File: config.mk
export PLATFORM = sky130hd
export DESIGN_NAME = fbrr_top
export DESIGN_NICKNAME = d
export VERILOG_FILES = /design/src/hw/fbrr_pkg.sv /design/src/hw/fbrr_reg_if.sv /design/src/hw/fbrr_wb_regs.sv /design/src/hw/fbrr_top.sv
export SDC_FILE = /design/constraint.sdc
export NUM_CORES = 1
export LEC_CHECK = 0
export BUFFER_PORTS_ARGS = -buffer_cell sky130_fd_sc_hd__buf_2
export CAP_MARGIN = 10
export CELL_PAD_IN_SITES_DETAIL_PLACEMENT = 0
export CELL_PAD_IN_SITES_GLOBAL_PLACEMENT = 2
export CORE_ASPECT_RATIO = 0.6
export CORE_UTILIZATION = 30
export CTS_BUF_LIST = sky130_fd_sc_hd__clkbuf_8
export DETAILED_ROUTE_END_ITERATION = 10
export PLACE_DENSITY_LB_ADDON = 0.1
export RECOVER_POWER = 100
export SLEW_MARGIN = 30
export SYNTH_ARGS = -nofsm -noshare
export SYNTH_HDL_FRONTEND = slang
export SYNTH_SLANG_ARGS = --single-unit
File: constraint.sdc
create_clock -name clk_i -period 8.78 [get_ports clk_i]
set_input_delay 1.756 -clock clk_i [delete_from_list [all_inputs] [get_ports clk_i]]
set_output_delay 1.756 -clock clk_i [all_outputs]
set_load 0.005 [all_outputs]
File: src/hw/fbrr_pkg.sv
// Shared constants, types and helpers of the remote register handshake
package fbrr_pkg;
	localparam int            N_AXES    = 2;
	localparam int            WORD_W    = 16;
	localparam int            POS_W     = 32;
	localparam int            WPA       = 4;
	localparam int            ADR_W     = 8;
	localparam int            W_CMD     = 0;
	localparam int            W_ADR     = 1;
	localparam int            W_LO      = 2;
	localparam int            W_HI      = 3;
	localparam int            BITS_PA   = 4;
	localparam int            CB_DREQ   = 0;
	localparam int            CB_WREQ   = 1;
	localparam int            CB_RREQ   = 2;
	localparam int            CB_START  = 3;
	localparam int            SB_DEND   = 0;
	localparam int            SB_WACT   = 1;
	localparam int            SB_RACT   = 2;
	localparam int            SB_MOVE   = 3;
	localparam logic [15:0]   CMD_PPRESET = 16'h30c5;
	localparam logic [31:0]   EXEC_DATA   = 32'h0000_0001;
	localparam logic [7:0]    OFS_WWORD = 8'h00;
	localparam logic [7:0]    OFS_CTRL  = 8'h20;
	localparam logic [7:0]    OFS_STAT  = 8'h24;
	localparam logic [7:0]    OFS_RWORD = 8'h40;
	localparam logic [31:0]   POS_RST   = 32'h0000_0000;
	localparam logic [15:0]   WORD_RST  = 16'h0000;
	localparam logic [31:0]   BUS_ZERO  = 32'h0000_0000;

	typedef enum logic [1:0] {
		CMD_IDLE = 2'b01,
		CMD_END  = 2'b10
	} fbrr_cmd_e;

	typedef enum logic [1:0] {
		MV_IDLE = 2'b01,
		MV_RUN  = 2'b10
	} fbrr_mv_e;

	function automatic logic [31:0] fbrr_join(input logic [15:0] hi,
		input logic [15:0] lo);
		return {hi, lo};
	endfunction

	function automatic logic fbrr_hit(input logic [7:0] adr,
		input logic [7:0] base, input int idx);
		return adr == 8'(int'(base) + idx * 4);
	endfunction
endpackage

File: src/hw/fbrr_reg_if.sv
// Register side to core side bundle of the remote register handshake
`timescale 1ns/1ps
interface fbrr_reg_if #(parameter int N_AX = fbrr_pkg::N_AXES);
	logic [15:0]     master_write_word    [N_AX*4];
	logic [15:0]     converter_read_word  [N_AX*4];
	logic [N_AX-1:0] d_req;
	logic [N_AX-1:0] wr_req;
	logic [N_AX-1:0] rd_req;
	logic [N_AX-1:0] start;
	logic [N_AX-1:0] d_end;
	logic [N_AX-1:0] position_write_active;
	logic [N_AX-1:0] monitor_read_active;
	logic [N_AX-1:0] moving;

	modport regs (
		output master_write_word, d_req, wr_req, rd_req, start,
		input  converter_read_word, d_end, position_write_active,
		input  monitor_read_active, moving
	);
	modport core (
		input  master_write_word, d_req, wr_req, rd_req, start,
		output converter_read_word, d_end, position_write_active,
		output monitor_read_active, moving
	);
endinterface

File: src/hw/fbrr_wb_regs.sv
// Wishbone classic slave holding the write words and request bits
`timescale 1ns/1ps
module fbrr_wb_regs #(
	parameter int N_AX = fbrr_pkg::N_AXES
) (
	input  wire logic        clk_i,
	input  wire logic        rst_i,
	input  wire logic        cyc_i,
	input  wire logic        stb_i,
	input  wire logic        we_i,
	input  wire logic [7:0]  adr_i,
	input  wire logic [3:0]  sel_i,
	input  wire logic [31:0] dat_i,
	output logic      [31:0] dat_o,
	output logic             ack_o,
	fbrr_reg_if.regs         rif
);
	import fbrr_pkg::*;

	localparam int NW = N_AX * WPA;
	localparam int CW = N_AX * BITS_PA;

	logic [15:0]   wword_q [NW];
	logic [CW-1:0] ctrl_q;
	logic [CW-1:0] stat;
	logic          ack_q;
	logic [31:0]   dat_q;
	logic [31:0]   rdata;
	logic          req;
	logic          wr_go;

	assign req   = cyc_i & stb_i;
	assign wr_go = req & we_i & ack_q;
	assign ack_o = ack_q;
	assign dat_o = dat_q;

	// ----------------------------------------------------------------
	// Bus handshake
	// ----------------------------------------------------------------
	always_ff @(posedge clk_i)
	begin
		if (rst_i)
			ack_q <= 1'b0;
		else
			ack_q <= req & ~ack_q;
	end

	always_ff @(posedge clk_i)
	begin
		if (rst_i)
			dat_q <= BUS_ZERO;
		else if (req & ~ack_q & ~we_i)
			dat_q <= rdata;
	end

	// ----------------------------------------------------------------
	// Writable registers, taken at the edge the master sees ack
	// ----------------------------------------------------------------
	always_ff @(posedge clk_i)
	begin
		for (int i = 0; i < NW; i++)
		begin
			if (rst_i)
				wword_q[i] <= WORD_RST;
			else if (wr_go && fbrr_hit(adr_i, OFS_WWORD, i))
			begin
				if (sel_i[0])
					wword_q[i][7:0] <= dat_i[7:0];
				if (sel_i[1])
					wword_q[i][15:8] <= dat_i[15:8];
			end
		end
	end

	always_ff @(posedge clk_i)
	begin
		if (rst_i)
			ctrl_q <= '0;
		else if (wr_go && adr_i == OFS_CTRL && sel_i[0])
			ctrl_q <= dat_i[CW-1:0];
	end

	// ----------------------------------------------------------------
	// Read mux and fan-out to the core
	// ----------------------------------------------------------------
	always_comb
	begin
		rdata = BUS_ZERO;
		for (int a = 0; a < N_AX; a++)
		begin
			stat[a*BITS_PA+SB_DEND] = rif.d_end[a];
			stat[a*BITS_PA+SB_WACT] = rif.position_write_active[a];
			stat[a*BITS_PA+SB_RACT] = rif.monitor_read_active[a];
			stat[a*BITS_PA+SB_MOVE] = rif.moving[a];
			rif.d_req[a]  = ctrl_q[a*BITS_PA+CB_DREQ];
			rif.wr_req[a] = ctrl_q[a*BITS_PA+CB_WREQ];
			rif.rd_req[a] = ctrl_q[a*BITS_PA+CB_RREQ];
			rif.start[a]  = ctrl_q[a*BITS_PA+CB_START];
		end
		for (int i = 0; i < NW; i++)
		begin
			rif.master_write_word[i] = wword_q[i];
			if (fbrr_hit(adr_i, OFS_WWORD, i))
				rdata = {16'h0000, wword_q[i]};
			if (fbrr_hit(adr_i, OFS_RWORD, i))
				rdata = {16'h0000, rif.converter_read_word[i]};
		end
		if (adr_i == OFS_CTRL)
			rdata = 32'(ctrl_q);
		if (adr_i == OFS_STAT)
			rdata = 32'(stat);
	end
endmodule // fbrr_wb_regs

File: src/hw/fbrr_top.sv
// Remote register and remote I/O handshake core for two motor axes
//
// Functional notes
// - Preset command with trigger sets that axis present position to zero.
// - Maintenance commands use code, axis number, lower and upper data.
// - Command runs only when the data words hold exactly one.
// - After processing a command write, data-end rises on its own.
// - With data-end high, read words echo code, axis and data words.
// - Read words per axis carry detection position then position No.0.
// - Read request starts monitoring; read-data response rises on its own.
// - Detection position and position No.0 refresh while read request holds.
// - Write request writes position data; write-data response then rises.
// - New position No.0 shows in read words in its storing update.
// - While write request holds, position No.0 follows the write words.
// - Master sets start to begin positioning and clears it afterwards.
// - A started move runs to its target even after start drops.
// - Moving position is reported throughout; equals target when done.
// - Clearing write or read request drops the matching response bit.
//
// Decided for this implementation: the Wishbone register port and the register addresses.
`timescale 1ns/1ps
module fbrr_top #(
	parameter int N_AX = fbrr_pkg::N_AXES
) (
	input  wire logic            clk_i,
	input  wire logic            rst_i,
	input  wire logic            wb_cyc_i,
	input  wire logic            wb_stb_i,
	input  wire logic            wb_we_i,
	input  wire logic [7:0]      wb_adr_i,
	input  wire logic [3:0]      wb_sel_i,
	input  wire logic [31:0]     wb_dat_i,
	output logic      [31:0]     wb_dat_o,
	output logic                 wb_ack_o,
	output logic      [N_AX-1:0] moving_o
);
	import fbrr_pkg::*;

	// ----------------------------------------------------------------
	// Storage
	// ----------------------------------------------------------------
	fbrr_reg_if #(.N_AX(N_AX)) rif ();

	fbrr_cmd_e       cst_q   [N_AX];
	fbrr_cmd_e       cst_d   [N_AX];
	fbrr_mv_e        mst_q   [N_AX];
	fbrr_mv_e        mst_d   [N_AX];
	logic [31:0]     pos_q   [N_AX];
	logic [31:0]     pos_d   [N_AX];
	logic [31:0]     pos0_q  [N_AX];
	logic [31:0]     pos0_d  [N_AX];
	logic [31:0]     tgt_q   [N_AX];
	logic [15:0]     rword_q [N_AX*4];
	logic [N_AX-1:0] start_q;
	logic [N_AX-1:0] wact_q;
	logic [N_AX-1:0] ract_q;
	logic [N_AX-1:0] exec;
	logic [N_AX-1:0] preset;
	logic [N_AX-1:0] launch;

	// ----------------------------------------------------------------
	// Bus slave
	// ----------------------------------------------------------------
	fbrr_wb_regs #(
		.N_AX (N_AX)
	) u_regs (
		.clk_i (clk_i),
		.rst_i (rst_i),
		.cyc_i (wb_cyc_i),
		.stb_i (wb_stb_i),
		.we_i  (wb_we_i),
		.adr_i (wb_adr_i),
		.sel_i (wb_sel_i),
		.dat_i (wb_dat_i),
		.dat_o (wb_dat_o),
		.ack_o (wb_ack_o),
		.rif   (rif)
	);

	// ----------------------------------------------------------------
	// Command decode
	// ----------------------------------------------------------------
	always_comb
	begin
		for (int a = 0; a < N_AX; a++)
		begin
			exec[a] = (cst_q[a] == CMD_IDLE) & rif.d_req[a];
			preset[a] = exec[a]
				&& rif.master_write_word[a*WPA+W_CMD] == CMD_PPRESET
				&& rif.master_write_word[a*WPA+W_ADR] == 16'(a)
				&& fbrr_join(rif.master_write_word[a*WPA+W_HI],
					rif.master_write_word[a*WPA+W_LO]) == EXEC_DATA;
			launch[a] = rif.start[a] & ~start_q[a];
		end
	end

	// ----------------------------------------------------------------
	// Command handshake state
	// ----------------------------------------------------------------
	always_comb
	begin
		for (int a = 0; a < N_AX; a++)
		begin
			case (cst_q[a])
				CMD_IDLE:
				begin
					if (rif.d_req[a])
						cst_d[a] = CMD_END;
					else
						cst_d[a] = CMD_IDLE;
				end
				CMD_END:
				begin
					if (!rif.d_req[a])
						cst_d[a] = CMD_IDLE;
					else
						cst_d[a] = CMD_END;
				end
				default:
					cst_d[a] = CMD_IDLE;
			endcase
		end
	end

	always_ff @(posedge clk_i)
	begin
		for (int a = 0; a < N_AX; a++)
		begin
			if (rst_i)
				cst_q[a] <= CMD_IDLE;
			else
				cst_q[a] <= cst_d[a];
		end
	end

	// ----------------------------------------------------------------
	// Stored position No.0
	// ----------------------------------------------------------------
	always_comb
	begin
		for (int a = 0; a < N_AX; a++)
		begin
			if (rif.wr_req[a])
				pos0_d[a] = fbrr_join(rif.master_write_word[a*WPA+W_HI],
					rif.master_write_word[a*WPA+W_LO]);
			else
				pos0_d[a] = pos0_q[a];
		end
	end

	always_ff @(posedge clk_i)
	begin
		for (int a = 0; a < N_AX; a++)
		begin
			if (rst_i)
				pos0_q[a] <= POS_RST;
			else
				pos0_q[a] <= pos0_d[a];
		end
	end

	// ----------------------------------------------------------------
	// Response flags
	// ----------------------------------------------------------------
	always_ff @(posedge clk_i)
	begin
		if (rst_i)
		begin
			wact_q  <= '0;
			ract_q  <= '0;
			start_q <= '0;
		end
		else
		begin
			wact_q  <= rif.wr_req;
			ract_q  <= rif.rd_req;
			start_q <= rif.start;
		end
	end

	// ----------------------------------------------------------------
	// Positioning move
	// ----------------------------------------------------------------
	always_comb
	begin
		for (int a = 0; a < N_AX; a++)
		begin
			case (mst_q[a])
				MV_IDLE:
				begin
					if (launch[a])
						mst_d[a] = MV_RUN;
					else
						mst_d[a] = MV_IDLE;
				end
				MV_RUN:
				begin
					if (pos_d[a] == tgt_q[a])
						mst_d[a] = MV_IDLE;
					else
						mst_d[a] = MV_RUN;
				end
				default:
					mst_d[a] = MV_IDLE;
			endcase
		end
	end

	always_ff @(posedge clk_i)
	begin
		for (int a = 0; a < N_AX; a++)
		begin
			if (rst_i)
				mst_q[a] <= MV_IDLE;
			else
				mst_q[a] <= mst_d[a];
		end
	end

	always_ff @(posedge clk_i)
	begin
		for (int a = 0; a < N_AX; a++)
		begin
			if (rst_i)
				tgt_q[a] <= POS_RST;
			else if (mst_q[a] == MV_IDLE && launch[a])
				tgt_q[a] <= pos0_q[a];
		end
	end

	// Present position steps one count per clock toward the target
	always_comb
	begin
		for (int a = 0; a < N_AX; a++)
		begin
			pos_d[a] = pos_q[a];
			if (preset[a])
				pos_d[a] = POS_RST;
			else if (mst_q[a] == MV_RUN && pos_q[a] != tgt_q[a])
			begin
				if ($signed(tgt_q[a]) > $signed(pos_q[a]))
					pos_d[a] = 32'(pos_q[a] + 32'h0000_0001);
				else
					pos_d[a] = 32'(pos_q[a] - 32'h0000_0001);
			end
		end
	end

	always_ff @(posedge clk_i)
	begin
		for (int a = 0; a < N_AX; a++)
		begin
			if (rst_i)
				pos_q[a] <= POS_RST;
			else
				pos_q[a] <= pos_d[a];
		end
	end

	// ----------------------------------------------------------------
	// Read words: command echo or monitor
	// ----------------------------------------------------------------
	always_ff @(posedge clk_i)
	begin
		for (int a = 0; a < N_AX; a++)
		begin
			for (int k = 0; k < WPA; k++)
			begin
				if (rst_i)
					rword_q[a*WPA+k] <= WORD_RST;
				else if (exec[a])
					rword_q[a*WPA+k] <= rif.master_write_word[a*WPA+k];
				else if (cst_q[a] == CMD_IDLE && rif.rd_req[a])
				begin
					case (k)
						W_CMD:
							rword_q[a*WPA+k] <= pos_d[a][15:0];
						W_ADR:
							rword_q[a*WPA+k] <= pos_d[a][31:16];
						W_LO:
							rword_q[a*WPA+k] <= pos0_d[a][15:0];
						default:
							rword_q[a*WPA+k] <= pos0_d[a][31:16];
					endcase
				end
			end
		end
	end

	// ----------------------------------------------------------------
	// Return path to the bus slave and pins
	// ----------------------------------------------------------------
	always_comb
	begin
		for (int a = 0; a < N_AX; a++)
		begin
			rif.d_end[a] = cst_q[a][1];
			rif.position_write_active[a] = wact_q[a];
			rif.monitor_read_active[a] = ract_q[a];
			rif.moving[a] = mst_q[a][1];
			moving_o[a] = mst_q[a][1];
		end
		for (int i = 0; i < N_AX * WPA; i++)
			rif.converter_read_word[i] = rword_q[i];
	end
endmodule // fbrr_top

==> summary.md <==
| Metric | Value |
|---|---|
| Buffers on Ports | 49 |
| Nets | 3,080 |
| Final Util | 34.35% |
| CTS root buffer | clkbuf_8 |
| Share of the synthesized area in the top cell type | 34.72% |
| Seq. cell area | 12,950 um^2 |
| Synth Warn # | 0 |
| IO Count | 84 |
| Worst slew pin tran | 2786 ps |
| H-tree Lvls | 3 |
| Cell taking the most area after synthesis | edfxtp_1 |
| Initial Utilization | 30.58% |
| Die width | 394.1 um |
| Relative slew slack | -85.72% |
| WHS | 486.4 ps |
| Final ANT Viol Nets | 1 |
| Core area | 90,510 um^2 |
| Post_cts resized | 0 |
| Post-Synth Simple-Gate Area | 19.05% |
| Detailed Place HPWL | 101,000 um |
| RSZ-0062 raised after global routing | no |
| Final min period | 8204 ps |
| Placer Congestion | 0.9605 |
| Initial detailed-routing violation count | 3,126 |
| WL/cell | 31.26 um |
| Arr. time, crit path | 8820 ps |
| Global-route wire length before repair | 181,000 um |
| Die Ht | 237.3 um |
| Int Pwr | 3.660 mW |
| DRT Pass-1 Iters | 6 |
| Logic pwr share | 6.2% |
| Initial antenna violation count | 17 |
| Setup TNS | 0 ps |
| Post-Synth XOR/XNOR Area | 2.057% |
| Worst-path clk slew | 60 ps |
| Area grow syn2layout | 12.34% |
| Gate Count Post-Synth | 2,812 |
| Failing checks | antenna violations, max-capacitance violations, max-slew violations |
| Hold Path Class | register to register |
| Clk pwr share | 42.8% |
| Outcome | finished, violations left |
| Async S/R FF share, synth | 0% |
| Netlist cell types | 86 |
| Clk buf depth | 3 |
| TritonCTS buffer count | 83 |
| Mapped Area | 27,680 um^2 |
| # DRC | 0 |
| CP Capture Type | register |
| Via count | 24,481 |
| Multiplexer share of the synthesized area | 3.409% |
| Number of synthesized flops with an enable pin | 320 |
| Post-CTS Setup Inserts | 0 |
| Most numerous cell in the Yosys netlist | edfxtp_1 |
| Fmax | 121.9 MHz |
| Most used DFF post-synth | edfxtp_1 |
| Crit Path Max Fanout | 9 |
| Final hold violation count | 0 |
| Clk_lat worst skew | 770 ps |
| Multi-input logic area | 13,860 um^2 |
| Pins Over Slew Limit | 404 |
| Floorplan row count | 85 |
| Critical path class | register to register |
| CTS tree | yes |
| Final Setup Violations | 0 |
| Register area share after synthesis | 46.80% |
| Number of vias per cell | 5.846 |
| Pre-CTS setup slack | 1097 ps |
| Largest family of logic cells by synthesized area | simple AND/OR/NAND/NOR gates |
| Post-synthesis sequential element count | 487 |
| Routed Wire Length | 130,900 um |
| Synth Area per Inst | 9.842 um^2 |
| Final WS setup | 576.3 ps |
| Leak | 11.16 nW |
| Cell Pwr Density | 162.0 nW/um^2 |
| Tot Pwr | 5.036 mW |
| Sw Ratio | 27.32% |
| Synth area leaders | edfxtp_1 35%, dfxtp_1 12%, ha_1 6.1%, and2_1 4.5%, nor2_1 4.0% |
| Most instantiated cells after synthesis | 320 x edfxtp_1, 292 x nor2_1, 207 x nand2_1, 198 x and2_1, 167 x dfxtp_1 |
| Crit path required time | 9390 ps |
| Sink Count | 487 |
| Hold_buf cts | 0 |
| Tcrit/Tclk final | 93.44% |
| Setup Skew | 49.98 ps |
| Layout cells sized above 1 | 7.695% |
| Post-synthesis compound-gate area fraction | 18.85% |
| Sw Pwr | 1.376 mW |
| Largest net degree at the start of global routing | 53 |
| Die area | 93,510 um^2 |
| Tot GR Track Use | 27.47% |
| Max rail drop VDD | 0.1043 mV |
| CP Launch Type | register |
| Fill cells | 9,275 |
| Max-cap violations | 13 |
| Sequential Power Share | 50.9% |
| Post-Synth Adder-Cell Area | 6.293% |
| R2R setup slack | 580 ps |
| Number of global-route vias before repair | 22,623 |
| GRT overflow | 0 |
[kinds of logic after synthesis]
group | count (synthesis)
other cells | 1
compound gates | 751
mux | 94
simple gates | 1036
xor+xnor | 65
flops | 487
fa+ha+maj | 138
buf+inv | 240
[registers in the layout, indices dropped and copies added (netlist names)]
signal / flops
rword_q: 128
u_regs.wword_q: 128
pos0_q: 64
pos_q: 64
tgt_q: 64
u_regs.dat_o: 16
u_regs.ctrl_q: 8
cst_q: 4
mst_q: 4
ract_q: 2
rif.position_write_active: 2
start_q: 2
u_regs.ack_o: 1
[area by class of cell]
class                           instances  area share, %
Tap cell                             1218          4.902
Multi-Input combinational cell       2100          44.58
Inverter                              100          1.207
Antenna cell                            7        0.05634
Sequential cell                       487          41.67
Timing Repair Buffer                  121          2.185
Clock inverter                         61          1.244
Clock buffer                           94          4.161
[worst max-delay path, cell delays in order (launching register included)]
cell and delay [ps]:
edfxtp_1 520, ha_1 520, nand4_1 200, or4_1 710, nor2_2 380, o21ai_0 190
a21o_1 190, nand3_1 270, clkbuf_1 410, ha_1 380, a211oi_1 230, nor2_1 70
a211oi_1 360, a31oi_1 350, a211oi_1 410, clkbuf_1 370, nor2_1 180, a221o_1 390
xor2_1 150, mux2i_1 110, nor2_1 410, xor2_1 770, nor3_1 140, a221o_1 330
[per-layer routing]
| layer | vias to the layer above | share of wire (%) | track usage (%) |
|---|---|---|---|
| met4 | 0 | 0.82 | 3.160 |
| met3 | 85 | 11 | 8.569 |
| li1 | 10788 | - | - |
| met2 | 1189 | 34 | 31.41 |
| met5 | - | 0 | 0 |
| met1 | 12419 | 55 | 47.41 |
[per-stage QoR]
step                      instances  area (um^2)
after floorplan                2827        27730
after global placement         4025        29500
after detailed placement       4025        29520
after CTS                      4180        31200
after global routing           4183        31080
final                          4188        31090
[cells in the final DEF, fill, tap and decap left out, types with 43 or more instances in the layout]
cell	Yosys	final
clkbuf_8	0	94
nor2_1	292	288
a22o_1	87	87
mux2i_1	92	92
and2_0	1	123
nand2_1	207	207
buf_4	18	49
edfxtp_1	320	320
and2_1	198	76
a21oi_1	138	138
a22oi_1	57	57
nor4_1	57	54
nand3_1	43	43
inv_1	100	135
ha_1	136	136
o21ai_0	148	147
dfxtp_1	167	165
nand4_1	51	51
nor3_1	45	45
[worst paths after layout]
path,startpoint,endpoint,cells after the start
setup / recovery,tgt_q[0][31],mst_q[0][0],23
hold / removal,u_regs.dat_o[9],u_regs.dat_o[9],2
setup reg to reg,tgt_q[0][31],mst_q[0][0],23
hold reg to reg,u_regs.dat_o[9],u_regs.dat_o[9],2
[power by group through the flow]
stage                     Combinational [mW]  Sequential (mW)  Clock (mW)
after floorplan                        0.184             2.57           0
after global placement                 0.307             2.61           0
after detailed placement               0.309             2.61           0
after CTS                              0.311             2.56        2.20
after global routing                   0.337             2.57        2.30
final                                  0.315             2.57        2.16
(Power assumes the default switching activity.)
